$ cat config.mk
export PLATFORM = sky130hd
export DESIGN_NAME = mpio_port_io
export DESIGN_NICKNAME = d
export VERILOG_FILES = /design/src/logic/mpio_pkg.sv /design/src/logic/mpio_port_io.sv
export SDC_FILE = /design/constraint.sdc
export NUM_CORES = 1
export LEC_CHECK = 0
export BUFFER_PORTS_ARGS = -buffer_cell sky130_fd_sc_hd__buf_2
export CELL_PAD_IN_SITES_DETAIL_PLACEMENT = 0
export CELL_PAD_IN_SITES_GLOBAL_PLACEMENT = 1
export CORE_UTILIZATION = 44
export CTS_BUF_LIST = sky130_fd_sc_hd__clkbuf_4 sky130_fd_sc_hd__clkbuf_8 sky130_fd_sc_hd__clkbuf_16
export DETAILED_ROUTE_END_ITERATION = 7
export PLACE_DENSITY_LB_ADDON = 0.12
export SLEW_MARGIN = 0
export SYNTH_ARGS = -nofsm -noshare
export SYNTH_HDL_FRONTEND = slang
export SYNTH_SLANG_ARGS = --single-unit
$ cat constraint.sdc
create_clock -name MCLK_IN -period 1.9 [get_ports MCLK_IN]
set_input_delay 0.285 -clock MCLK_IN [delete_from_list [all_inputs] [get_ports MCLK_IN]]
set_output_delay 0.285 -clock MCLK_IN [all_outputs]
set_load 0.01 [all_outputs]
$ cat src/logic/mpio_pkg.sv
package mpio_pkg;

  // ****************************************
  // widths
  // ****************************************
  localparam int unsigned REG_COUNT = 16;
  localparam int unsigned REG_IDX_W = 4;
  localparam int unsigned DATA_W = 8;
  localparam int unsigned ADDR_W = 8;

  // ****************************************
  // reset values and filter timing
  // ****************************************
  localparam logic [DATA_W-1:0] REG_RESET_VAL = 8'h00;
  localparam logic [ADDR_W-1:0] ADDR_RESET_VAL = 8'h00;
  localparam int unsigned RST_FILTER_STAGES = 2;

  // ****************************************
  // command kinds
  // ****************************************
  typedef enum logic [1:0] {
    MPIO_CMD_READ = 2'h0,
    MPIO_CMD_WRITE = 2'h1
  } mpio_kind_t;

  // io command from the core: register index, address source
  typedef struct packed {
    logic valid;
    mpio_kind_t kind;
    logic [REG_IDX_W-1:0] data_reg;
    logic addr_indirect;
    logic [REG_IDX_W-1:0] addr_reg;
    logic [ADDR_W-1:0] addr_const;
  } mpio_cmd_t;

  // one-hot sequencer states
  typedef enum logic [2:0] {
    MPIO_IDLE = 3'b001,
    MPIO_CYC1 = 3'b010,
    MPIO_CYC2 = 3'b100
  } mpio_state_t;

endpackage : mpio_pkg

$ cat src/logic/mpio_port_io.sv
`timescale 1ns/100ps
`default_nettype none

module mpio_port_io
  import mpio_pkg::*;
(
  // clock and reset
  input wire logic MCLK_IN,
  input wire logic ARST_N_IN,
  input wire logic USER_RST_IN,
  // io command from the core
  input wire mpio_cmd_t CMD_IN,
  output logic CMD_READY_OUT,
  output logic CMD_DONE_OUT,
  // flags kept across port instructions
  input wire logic ZERO_IN,
  input wire logic CARRY_IN,
  input wire logic FLAG_LOAD_IN,
  output logic ZERO_OUT,
  output logic CARRY_OUT,
  // register file access for the core
  input wire logic RF_WE_IN,
  input wire logic [REG_IDX_W-1:0] RF_WIDX_IN,
  input wire logic [DATA_W-1:0] RF_WDATA_IN,
  input wire logic [REG_IDX_W-1:0] RF_RIDX_IN,
  output logic [DATA_W-1:0] RF_RDATA_OUT,
  // port bus toward user logic
  output logic [ADDR_W-1:0] IO_PORT_ADDRESS_OUT,
  input wire logic [DATA_W-1:0] RD_DATA_IN,
  output logic [DATA_W-1:0] WR_DATA_OUT,
  output logic RD_STROBE_OUT,
  output logic WR_STROBE_OUT,
  // conditioned reset
  output logic INT_RST_OUT
);

  // ****************************************
  // reset conditioning
  // ****************************************
  logic usr_rst_s1_q;
  logic usr_rst_s2_q;
  logic [RST_FILTER_STAGES-1:0] rst_filt_q;
  logic int_rst;

  // user reset synchronised; first stage feeds only the second
  always_ff @(posedge MCLK_IN or negedge ARST_N_IN) begin
    if (!ARST_N_IN) begin
      usr_rst_s1_q <= 1'b1;
      usr_rst_s2_q <= 1'b1;
    end else begin
      usr_rst_s1_q <= USER_RST_IN;
      usr_rst_s2_q <= usr_rst_s1_q;
    end
  end

  // filter shifts zeros in; held set after power-up even with input tied low
  always_ff @(posedge MCLK_IN or negedge ARST_N_IN) begin
    if (!ARST_N_IN) begin
      rst_filt_q <= '1;
    end else if (usr_rst_s2_q) begin
      rst_filt_q <= '1;
    end else begin
      rst_filt_q <= {rst_filt_q[RST_FILTER_STAGES-2:0], 1'b0};
    end
  end

  assign int_rst = rst_filt_q[RST_FILTER_STAGES-1];
  assign INT_RST_OUT = int_rst;

  // ****************************************
  // register file
  // ****************************************
  logic [DATA_W-1:0] regs_q [REG_COUNT];
  logic [DATA_W-1:0] regs_d [REG_COUNT];

  function automatic logic [DATA_W-1:0] rf_read(input logic [REG_IDX_W-1:0] idx,
                                                input logic [DATA_W-1:0] r [REG_COUNT]);
    rf_read = r[idx];
  endfunction : rf_read

  // ****************************************
  // port sequencer
  // ****************************************
  mpio_state_t state_q;
  mpio_state_t state_d;
  mpio_kind_t kind_q;
  logic [REG_IDX_W-1:0] dst_q;
  logic [ADDR_W-1:0] addr_q;
  logic [ADDR_W-1:0] addr_d;
  logic [DATA_W-1:0] wdata_q;
  logic [DATA_W-1:0] wdata_d;
  logic zero_q;
  logic carry_q;
  logic take_cmd;
  logic in_cyc2;
  logic rd_cap;

  assign take_cmd = CMD_IN.valid && (state_q == MPIO_IDLE) && !int_rst;
  assign in_cyc2 = (state_q == MPIO_CYC2);
  assign rd_cap = in_cyc2 && (kind_q == MPIO_CMD_READ);
  assign CMD_READY_OUT = (state_q == MPIO_IDLE) && !int_rst;
  assign CMD_DONE_OUT = in_cyc2;

  // address from constant or indirect register
  assign addr_d = CMD_IN.addr_indirect ? rf_read(CMD_IN.addr_reg, regs_q)
                                       : CMD_IN.addr_const;
  // write data from named source register
  assign wdata_d = rf_read(CMD_IN.data_reg, regs_q);

  // next-state: two cycles per port operation
  always_comb begin
    state_d = state_q;
    unique case (state_q)
      MPIO_IDLE: begin
        if (take_cmd) begin
          state_d = MPIO_CYC1;
        end
      end
      MPIO_CYC1: begin
        state_d = MPIO_CYC2;
      end
      MPIO_CYC2: begin
        state_d = MPIO_IDLE;
      end
      default: begin
        state_d = MPIO_IDLE;
      end
    endcase
  end

  always_ff @(posedge MCLK_IN or negedge ARST_N_IN) begin
    if (!ARST_N_IN) begin
      state_q <= MPIO_IDLE;
    end else if (int_rst) begin
      state_q <= MPIO_IDLE;
    end else begin
      state_q <= state_d;
    end
  end

  // latch address, kind and data only when a command is taken
  always_ff @(posedge MCLK_IN or negedge ARST_N_IN) begin
    if (!ARST_N_IN) begin
      kind_q <= MPIO_CMD_READ;
      dst_q <= '0;
      addr_q <= ADDR_RESET_VAL;
      wdata_q <= REG_RESET_VAL;
    end else if (take_cmd) begin
      kind_q <= CMD_IN.kind;
      dst_q <= CMD_IN.data_reg;
      addr_q <= addr_d;
      wdata_q <= wdata_d;
    end
  end

  assign IO_PORT_ADDRESS_OUT = addr_q;
  assign WR_DATA_OUT = wdata_q;
  // strobes are combinational so they meet single-cycle timing from state
  assign WR_STROBE_OUT = in_cyc2 && (kind_q == MPIO_CMD_WRITE);
  assign RD_STROBE_OUT = rd_cap;

  // register writes: read capture wins over a core write in the same cycle
  always_comb begin
    for (int i = 0; i < REG_COUNT; i++) begin
      regs_d[i] = regs_q[i];
    end
    if (RF_WE_IN) begin
      regs_d[RF_WIDX_IN] = RF_WDATA_IN;
    end
    if (rd_cap) begin
      regs_d[dst_q] = RD_DATA_IN;
    end
  end

  always_ff @(posedge MCLK_IN or negedge ARST_N_IN) begin
    if (!ARST_N_IN) begin
      for (int i = 0; i < REG_COUNT; i++) begin
        regs_q[i] <= REG_RESET_VAL;
      end
    end else begin
      regs_q <= regs_d;
    end
  end

  assign RF_RDATA_OUT = rf_read(RF_RIDX_IN, regs_q);

  // flags: port operations never load them
  always_ff @(posedge MCLK_IN or negedge ARST_N_IN) begin
    if (!ARST_N_IN) begin
      zero_q <= 1'b0;
      carry_q <= 1'b0;
    end else if (int_rst) begin
      zero_q <= 1'b0;
      carry_q <= 1'b0;
    end else if (FLAG_LOAD_IN && (state_q == MPIO_IDLE)) begin
      zero_q <= ZERO_IN;
      carry_q <= CARRY_IN;
    end
  end

  assign ZERO_OUT = zero_q;
  assign CARRY_OUT = carry_q;

  // ****************************************
  // checks
  // ****************************************
  chk_addr_stable: assert property (@(posedge MCLK_IN) disable iff (!ARST_N_IN)
    (state_q == MPIO_CYC1) |=> $stable(IO_PORT_ADDRESS_OUT))
    else $error("port address changed during operation");

  chk_wr_second: assert property (@(posedge MCLK_IN) disable iff (!ARST_N_IN)
    WR_STROBE_OUT |-> $past(state_q == MPIO_CYC1) && (kind_q == MPIO_CMD_WRITE))
    else $error("write strobe outside second cycle");

  chk_rd_capture: assert property (@(posedge MCLK_IN) disable iff (!ARST_N_IN)
    RD_STROBE_OUT |=> (regs_q[$past(dst_q)] == $past(RD_DATA_IN)))
    else $error("read byte not captured");

  chk_strobe_pulse: assert property (@(posedge MCLK_IN) disable iff (!ARST_N_IN)
    (RD_STROBE_OUT || WR_STROBE_OUT) |=> !(RD_STROBE_OUT || WR_STROBE_OUT))
    else $error("strobe longer than one cycle");

  chk_strobe_excl: assert property (@(posedge MCLK_IN) disable iff (!ARST_N_IN)
    !(RD_STROBE_OUT && WR_STROBE_OUT))
    else $error("both strobes high");

  // a user reset in mid-operation legally cuts the strobe, so it disables the check
  chk_wdata_hold: assert property (@(posedge MCLK_IN) disable iff (!ARST_N_IN || int_rst)
    (take_cmd && CMD_IN.kind == MPIO_CMD_WRITE) |=> ##1
      (WR_STROBE_OUT && WR_DATA_OUT == $past(wdata_d, 2)))
    else $error("write data not source value at strobe");

  chk_addr_source: assert property (@(posedge MCLK_IN) disable iff (!ARST_N_IN)
    take_cmd |=> (IO_PORT_ADDRESS_OUT == $past(addr_d)) ##1
      (IO_PORT_ADDRESS_OUT == $past(addr_d, 2)))
    else $error("port address not from its source");

  // internal reset clears the flags on purpose, even in mid-operation
  chk_flags_kept: assert property (@(posedge MCLK_IN) disable iff (!ARST_N_IN || int_rst)
    (state_q != MPIO_IDLE) |=> $stable(ZERO_OUT) && $stable(CARRY_OUT))
    else $error("flags changed by port operation");

  chk_reset_hold: assert property (@(posedge MCLK_IN) disable iff (!ARST_N_IN)
    usr_rst_s2_q |=> INT_RST_OUT [*2])
    else $error("internal reset released too early");

endmodule : mpio_port_io

`default_nettype wire

Word level (Yosys, flattened, before mapping)
Cells that the tools add are included.
{"block": "totals", "wordCells": 80, "reg_bits": 159}
{"block": "classes", "n_mux": 26, "n_eq_ne": 5, "magnitude_cmp": 7, "reduce_logical": 11, "n_bitwise": 5}
{"cell": "bitwise mux 128 bit", "count": 2}
{"cell": "2-to-1 mux 128 bit", "count": 2}
{"cell": "binary-select mux 8 bit (select 4 bit)", "count": 3}
{"cell": "2-to-1 mux 8 bit", "count": 9}
{"cell": "demux 8 bit (select 4 bit)", "count": 2}
{"cell": "greater-or-equal comparator 5 bit, second input constant", "count": 5}
{"cell": "NOT 4 -> 5 bit", "count": 5}
{"cell": "less-than comparator 5 x 1 -> 1 bit, second input constant", "count": 2}
{"cell": "logical AND 1 bit", "count": 8}
{"cell": "2-to-1 mux 3 bit", "count": 2}
{"cell": "case mux 3 bit (2 select lines)", "count": 1}
{"cell": "2-to-1 mux 1 bit", "count": 4}
{"cell": "== test 3 x 1 -> 1 bit, second input constant", "count": 1}
{"cell": "== test 3 x 2 -> 1 bit, second input constant", "count": 1}
{"cell": "== test 3 bit, second input constant", "count": 1}
{"cell": "inequality test 3 bit, second input constant", "count": 1}
{"cell": "== test 2 x 1 -> 1 bit, second input constant", "count": 1}
{"cell": "logical NOT 2 bit", "count": 1}
{"cell": "2-to-1 mux 2 bit", "count": 1}
{"cell": "nonzero test 2 bit", "count": 1}
{"cell": "logical NOT 1 bit", "count": 1}

Longest topological paths before layout
Gate-level depths: netlist of run 1.
{"block": "depth", "word_depth": 9, "ltp_mapped": 7}

Least setup slack after synthesis of run 1
No wires, ideal clock.
{"block": "synth_timing", "kind": "input port to output port", "start": "input port RF_RIDX_IN[0]", "end": "output port RF_RDATA_OUT[2]", "required_ns": 1.615, "t_arrival_ns": 1.818, "cell_stages": 4, "slack_ns": -0.203, "cell_sequence": "clkbuf_1 buf_2 mux4_2 mux4_2"}
{"block": "synth_between", "elab_chain_cells": 4}
{"item": "start: declaration", "line_no": "mpio_port_io.sv:25", "source": "input wire logic [REG_IDX_W-1:0] RF_RIDX_IN,"}
{"item": "NOT 4 -> 5 bit (not written as such)", "line_no": "mpio_port_io.sv:78", "source": "rf_read = r[idx];"}
{"item": "binary-select mux 8 bit (select 4 bit)", "line_no": "mpio_port_io.sv:78"}
{"item": "2-to-1 mux 8 bit (not written as such) (2 in series)", "line_no": "mpio_port_io.sv:78"}
{"item": "end: declaration", "line_no": "mpio_port_io.sv:26", "source": "output logic [DATA_W-1:0] RF_RDATA_OUT,"}
No other way between the ends. The select of a mux whose other input is x is not followed.

Worst setup path in the final report of run 1
{"block": "layout_timing", "start": "register regs_q[25] (netlist name)", "end": "output port RF_RDATA_OUT[1]"}
{"block": "layout_between", "elab_chain_cells": 3}
{"item": "start: declaration", "line_no": "mpio_port_io.sv:73", "source": "logic [DATA_W-1:0] regs_q [REG_COUNT];"}
{"item": "start signal: assignment", "line_no": "mpio_port_io.sv:181", "source": "regs_q <= regs_d;"}
{"item": "binary-select mux 8 bit (select 4 bit)", "line_no": "mpio_port_io.sv:78"}
{"item": "2-to-1 mux 8 bit (not written as such) (2 in series)", "line_no": "mpio_port_io.sv:78"}
No other way between the ends. The select of a mux whose other input is x is not followed.

==> flow_summary.yaml, run 1 <==
status:
  outcome: "complete, but fails checks"
  failed_checks: "setup timing"
finish:
  fin_area_um2: 14800
  drive_above_1_share: 0.449
  postLayoutCoreUtil: 0.608
  nets: 1333
  area_delta_synth_final_pct: 35.6
  diodes: 0
setup_path:
  startpoint_type: "flop"
  worst-endpoint-arrival_ns: 2.04
  slowest_stage: "mux4_2"
  path_max_fanout: 2
  required_ns: 1.62
  critPathMaxStageDelay_ns: 0.53
  path_buf_inv: 1
  endpoint_kind: "output pin"
  path_cells: "mux4_2 > mux4_2 > buf_6"
  cpMostUsedCell: "mux4_2"
  crit_family: "multiplexers"
  worstSetupPathType: "flop to output pin"
sta:
  slew_violations: 0
  rsz0062_at_grt: "yes"
  fin_crit_sh: 1.22
  tightest_slew_ns: 0.642
  fin_skew_ns: 0.0143
  finalWorstPathRequiredPeriod_ns: 2.33
  finalHoldViolations: 0
  max-slew-margin-rel: 0.572
  setup_ws_ns: -0.426
  setup_viol: 98
  clock.fmax_mhz: 430
place:
  gp_congestion: 0.980
  placed_cell_area_um2: 13000
  dp_hpwl_mm: 31.8
  port-buffer-count: 81
yosys:
  synth_most_common_cell: "mux2i_1"
  ys_seq_elements: 159
  synth_top_area_cell: "dfrtp_1"
  syn_area_um2: 10900
  yosysTopAreaCellShare: 0.354
  ys.flop_type: "dfrtp_1"
  synth_top_family_by_area: "multiplexers"
  synth_edf_count: 0
  synthAdderAreaFrac: 0
  synth_top_cells_by_area: "dfrtp_1, mux2i_1, mux4_2"
  synthArstFlopShare: 1.00
  synth_compound_area_frac: 0.122
  syn_nets: 1103
  ys_types: 46
  synth.area.mux_share: 0.340
  synth_commonest_cells: "mux2i_1, dfrtp_1, nor2_1, a21oi_1, nand2_1"
  ys_warn_count: 0
  synth-simple-area-share: 0.132
  synthCells: 1052
  synthXorXnorAreaFrac: 0
  synth_seq_area_share: 0.366
  syn_avg_cell_area_um2: 10.4
floorplanning:
  start_util: 0.448
  die_w_um: 159
  row_count: 57
  die_height_um: 159
  dieArea_um2: 25400
  fp.coreArea_um2: 24300
  io_pins: 82
global_routing:
  overflow: 0
  grt_pass1_wl_mm: 63.4
  grt_pass1_vias: 9969
  grt_max_degree: 46
  grt_use_total: 0.341
  antenna_found_initial: 3
power:
  ir_drop_mv: 0.455
  leakagePower_nw: 6.45
  powerDensity_nw_per_um2: 909
  power.total_mw: 13.4
routing:
  vias_per_cell: 6.31
  route.vias.total: 10200
  drc: 0
  drtIter0Drc: 834
  routedWlPerCell_um: 27.1
  antenna_left: 0
  drt-total-wl_mm: 43.9
  drt-pass1-iter-count: 5
clocking:
  htree_levels: 4
  numCtsBuffers: 17
  clk_pin_slew_ns: 0.08
  clock-root-buffer: "clkbuf_16"
  cts.sinks: 159
  cts_tree: "yes"
  clkLatencyLatePin_ns: 0.44
  cts_buffer_depth: 2
hold_path:
  hold_class: "input port to flop"
run:
  drv_cap: 0
## worst min-delay path, delay by kind of cell
kind	cells	cell delay (ns)
buf+inv	1	0.07
simple gates	2	0.08
## routing by layer
metal,up-vias,GRT usage,share of wire
met5,-,0,0.00050
met4,4,0.206,0.065
met3,149,0.0589,0.073
met2,548,0.536,0.46
met1,5082,0.443,0.41
li1,4438,-,-
## worst paths after layout
check	to	cells past startpoint	slack, ns	start
max in group asynchronous	state_q[0]	3	0.88	ARST_N_IN
max reg2reg	regs_q[78]	5	-0.18	state_q[1]
min	kind_q[1]	3	0.03	CMD_IN[18]
min in group asynchronous	WR_DATA_OUT[0]	2	0.35	ARST_N_IN
min reg2reg	usr_rst_s2_q	0	0.36	usr_rst_s1_q
max	RF_RDATA_OUT[1]	3	-0.43	regs_q[25]
## per-stage QoR
stage / hold slack, ns / TNS, ns / setup slack (ns) / std cells
after CTS: 0.0196 / -9.34 / -0.421 / 1602
after global routing: 0.0256 / -16.06 / -0.430 / 1619
final: 0.0283 / -10.78 / -0.426 / 1619
after detailed placement: 0.249 / -2.71 / -0.242 / 1556
after floorplan: -0.0106 / -0.0484 / -0.00605 / 1052
after global placement: 0.253 / -2.12 / -0.238 / 1556
## flip-flops by register name, summed over array words and instances (netlist names), 2 cells and up
name and flops:
dst_q 4, IO_PORT_ADDRESS_OUT 8, rst_filt_q 2, state_q 3, WR_DATA_OUT 8, regs_q 128, kind_q 2
## power by group
group | switching [mW] | internal [mW]
combinational | 2.35 | 2.64
sequential | 0.802 | 4.13
clock | 1.74 | 1.77
total | 4.89 | 8.55
## cells by family (layout without fill, tap and decap cells)
logic type | after synthesis | after routing
muxes | 290 | 290
buffers and inverters | 104 | 345
and+or+nand+nor | 281 | 283
AOI/OAI and AO/OA | 218 | 218
DFF | 159 | 159
## area by class of cell
| cell class | count | area (µm²) |
|---|---|---|
| repair buffers | 307 | 2620 |
| flip-flops and latches | 159 | 3990 |
| fillers | 2078 | 9540 |
| inverters | 6 | 31.3 |
| clock inverters | 15 | 171 |
| well taps | 324 | 405 |
| clock buffers | 17 | 425 |
| multi-input cells | 791 | 7140 |
## timing repair
action / CTS / global route
gates cloned: 2 / 4
pin swaps: 5 / 33
buffers inserted: 10 / 15
hold buffers: 2 / 0
endpoints found under the setup margin: 70 / 141
resized for setup: 47 / 217
endpoints found under the hold margin: 38 / 0
## layout by cell type, fill, tap and decap left out, types with 18 or more instances in the layout
cell,n
mux2i_1,226
buf_2,69
dfrtp_1,149
buf_6,26
nor2_1,81
o2111ai_1,22
o21ai_1,24
nand3_1,25
nand2_1,42
buf_12,22
buf_4,178
clkbuf_16,20
nor2_2,18
mux4_2,64
a21oi_2,57
a21oi_1,37
nand2_4,18
(Power assumes the default switching activity.)
==> run 2, diff against run 1 <==
--- a/config.mk
+++ b/config.mk
@@ -8,7 +8,7 @@
 export BUFFER_PORTS_ARGS = -buffer_cell sky130_fd_sc_hd__buf_2
 export CELL_PAD_IN_SITES_DETAIL_PLACEMENT = 0
 export CELL_PAD_IN_SITES_GLOBAL_PLACEMENT = 1
-export CORE_UTILIZATION = 44
+export CORE_UTILIZATION = 49
 export CTS_BUF_LIST = sky130_fd_sc_hd__clkbuf_4 sky130_fd_sc_hd__clkbuf_8 sky130_fd_sc_hd__clkbuf_16
 export DETAILED_ROUTE_END_ITERATION = 7
 export PLACE_DENSITY_LB_ADDON = 0.12
==> constraint.sdc (replaced) <==
create_clock -name MCLK_IN -period 2.3 [get_ports MCLK_IN]
set_input_delay 0.345 -clock MCLK_IN [delete_from_list [all_inputs] [get_ports MCLK_IN]]
set_output_delay 0.345 -clock MCLK_IN [all_outputs]
set_load 0.01 [all_outputs]
==> flow_summary.yaml, run 2 (synthesis gave the netlist of run 1 again) <==
setup_path:
  crit_end: "RF_RDATA_OUT[0]"
  startpoint_type: "flop"
  crit_family: "multiplexers"
  slowest_stage: "mux4_2"
  r2r_end: "regs_q[87]"
  worstSetupPathType: "flop to output pin"
  worst-endpoint-arrival_ns: 2.03
  cpMostUsedCell: "mux4_2"
  critPathMaxStageDelay_ns: 0.49
  crit_start: "regs_q[48]"
  endpoint_kind: "output pin"
  rr_startpoint: "state_q[2]"
  path_cells: "mux4_2 > mux4_2 > buf_6"
  path_max_fanout: 4
  required_ns: 1.96
  path_buf_inv: 1
  ff2ff_path_depth: 4
  reg2reg_slack_ns: 0.15
  cp.depth: 3
finish:
  nets: 1230
  largest-register: "regs_q"
  final_cell_mix: "mux2i_1, dfrtp_1, buf_4, nor2_1, a21oi_1"
  largest_reg_flops: 128
  drive_above_1_share: 0.297
  fillers: 1859
  final_common_cell: "mux2i_1"
  postLayoutCoreUtil: 0.595
  diodes: 0
  area_delta_synth_final_pct: 19.2
floorplanning:
  dieArea_um2: 22800
  io_pins: 82
  start_util: 0.499
  fp.coreArea_um2: 21800
  die_height_um: 151
  die_w_um: 151
  row_count: 54
routing:
  drt-total-wl_mm: 40.4
  drt-pass1-iter-count: 5
  routedWlPerCell_um: 27.4
  antenna_left: 0
  vias_per_cell: 6.55
  route.vias.total: 9645
  drc: 0
  drtIter0Drc: 881
sta:
  fin_crit_sh: 1.03
  rsz0062_at_grt: "yes"
  finalWorstPathRequiredPeriod_ns: 2.38
  max-slew-margin-rel: 0.562
  tightest_slew_ns: 0.639
  slew_violations: 0
  setup_ws_ns: -0.0776
  clock.fmax_mhz: 421
  finalHoldViolations: 0
  setup_viol: 8
  fin_skew_ns: 0.0132
power:
  p_clk_frac: 0.282
  powerDensity_nw_per_um2: 817
  pwr-share-seq: 0.399
  leakagePower_nw: 5.62
  p_int_mw: 6.86
  power_switching_share: 0.353
  power_switching_mw: 3.75
  power.total_mw: 10.6
  power_frac_comb: 0.320
  ir_drop_mv: 0.507
place:
  port-buffer-count: 81
  dp_slack_ns: 0.0193
  gp_congestion: 0.987
  dp_hpwl_mm: 29.7
global_routing:
  grt_use_total: 0.369
  overflow: 0
  grt_pass1_wl_mm: 59.6
  grt_pass1_vias: 9154
  antenna_found_initial: 2
  grt_max_degree: 62
clocking:
  htree_levels: 4
  clock-root-buffer: "clkbuf_16"
  cts.sinks: 159
  clk_pin_slew_ns: 0.07
  clkLatencyLatePin_ns: 0.44
  numCtsBuffers: 17
  cts_buffer_depth: 2
  cts_tree: "yes"
status:
  failed_checks: "setup timing"
  outcome: "complete, but fails checks"
run:
  drv_cap: 0
hold_path:
  hold_class: "input port to flop"
run 2: cell count changes in the layout (fill, tap and decap cells not counted), moves of 14 or more:
cell / previous run / this run
nand2_2: 14 / 0
nand2_4: 18 / 0
o21ai_0: 2 / 38
o21ai_1: 24 / 4
nor2_1: 81 / 102
o21ai_2: 16 / 0
buf_6: 26 / 9
a21oi_1: 37 / 89
nand2_1: 42 / 75
a21oi_2: 57 / 8
buf_4: 178 / 112
run 2: power by group through the flow:
| stage | clock network (mW) | logic, mW | registers, mW |
|---|---|---|---|
| after CTS | 3.00 | 3.25 | 4.18 |
| after global placement | 0 | 2.97 | 4.26 |
| after detailed placement | 0 | 3.02 | 4.27 |
| after floorplan | 0 | 1.92 | 3.91 |
| final | 2.99 | 3.39 | 4.23 |
| after global routing | 3.09 | 3.62 | 4.25 |
run 2: worst min path at each step:
stage	start	to	slack [ns]	cells past startpoint
6_report	CMD_IN[18]	kind_q[1]	0.09	3
5_1_grt	CMD_IN[18]	kind_q[1]	0.11	3
4_1_cts	CMD_IN[18]	kind_q[1]	0.09	3
3_5_place_dp	usr_rst_s1_q	usr_rst_s2_q	0.35	0
3_3_place_gp	usr_rst_s1_q	usr_rst_s2_q	0.35	0
2_1_floorplan	ARST_N_IN	CARRY_OUT	0.05	0
run 2: per-layer routing:
layer | share of wire | track usage | wire length [µm] | vias to the layer above
met2 | 0.45 | 0.563 | 18100 | 565
met1 | 0.40 | 0.495 | 16300 | 4749
li1 | - | - | - | 4213
met4 | 0.059 | 0.213 | 2380 | 4
met5 | 0.00074 | 0 | 30 | -
met3 | 0.088 | 0.0660 | 3560 | 114
run 2: worst reg2reg max path, cell delays in order (launching register included):
cell and delay (ns):
dfrtp_1 0.46, or4b_4 0.63, nor3_2 0.28, nand3b_1 0.42
a21oi_1 0.28
run 2: through the flow:
| step | instance area (µm²) | TNS (ns) | instances | hold slack [ns] |
|---|---|---|---|---|
| floorplan | 10900 | 0 | 1052 | 0.0494 |
| global route | 13000 | -0.680 | 1472 | 0.106 |
| detailed placement | 12100 | 0 | 1408 | 0.347 |
| global placement | 12100 | 0 | 1408 | 0.345 |
| CTS | 12900 | -0.469 | 1459 | 0.0897 |
| finish | 13000 | -0.511 | 1472 | 0.0949 |
run 2: repair_timing:
item / CTS / global route
buffers inserted: 17 / 13
endpoints found under the setup margin: 8 / 9
pin swaps: 0 / 1
gates resized for setup: 13 / 9
endpoints found under the hold margin: 57 / 0
hold buffers: 2 / 0
run 2: cell type report:
cell class	count	area, µm²	area share
timing repair buffer	206	1540	0.119
multi-input combinational	789	6470	0.498
clock inverter	13	153	0.0117
tap	280	350	0.0270
sequential	159	4000	0.308
inverter	6	22.5	0.00173
clock buffer	19	453	0.0349
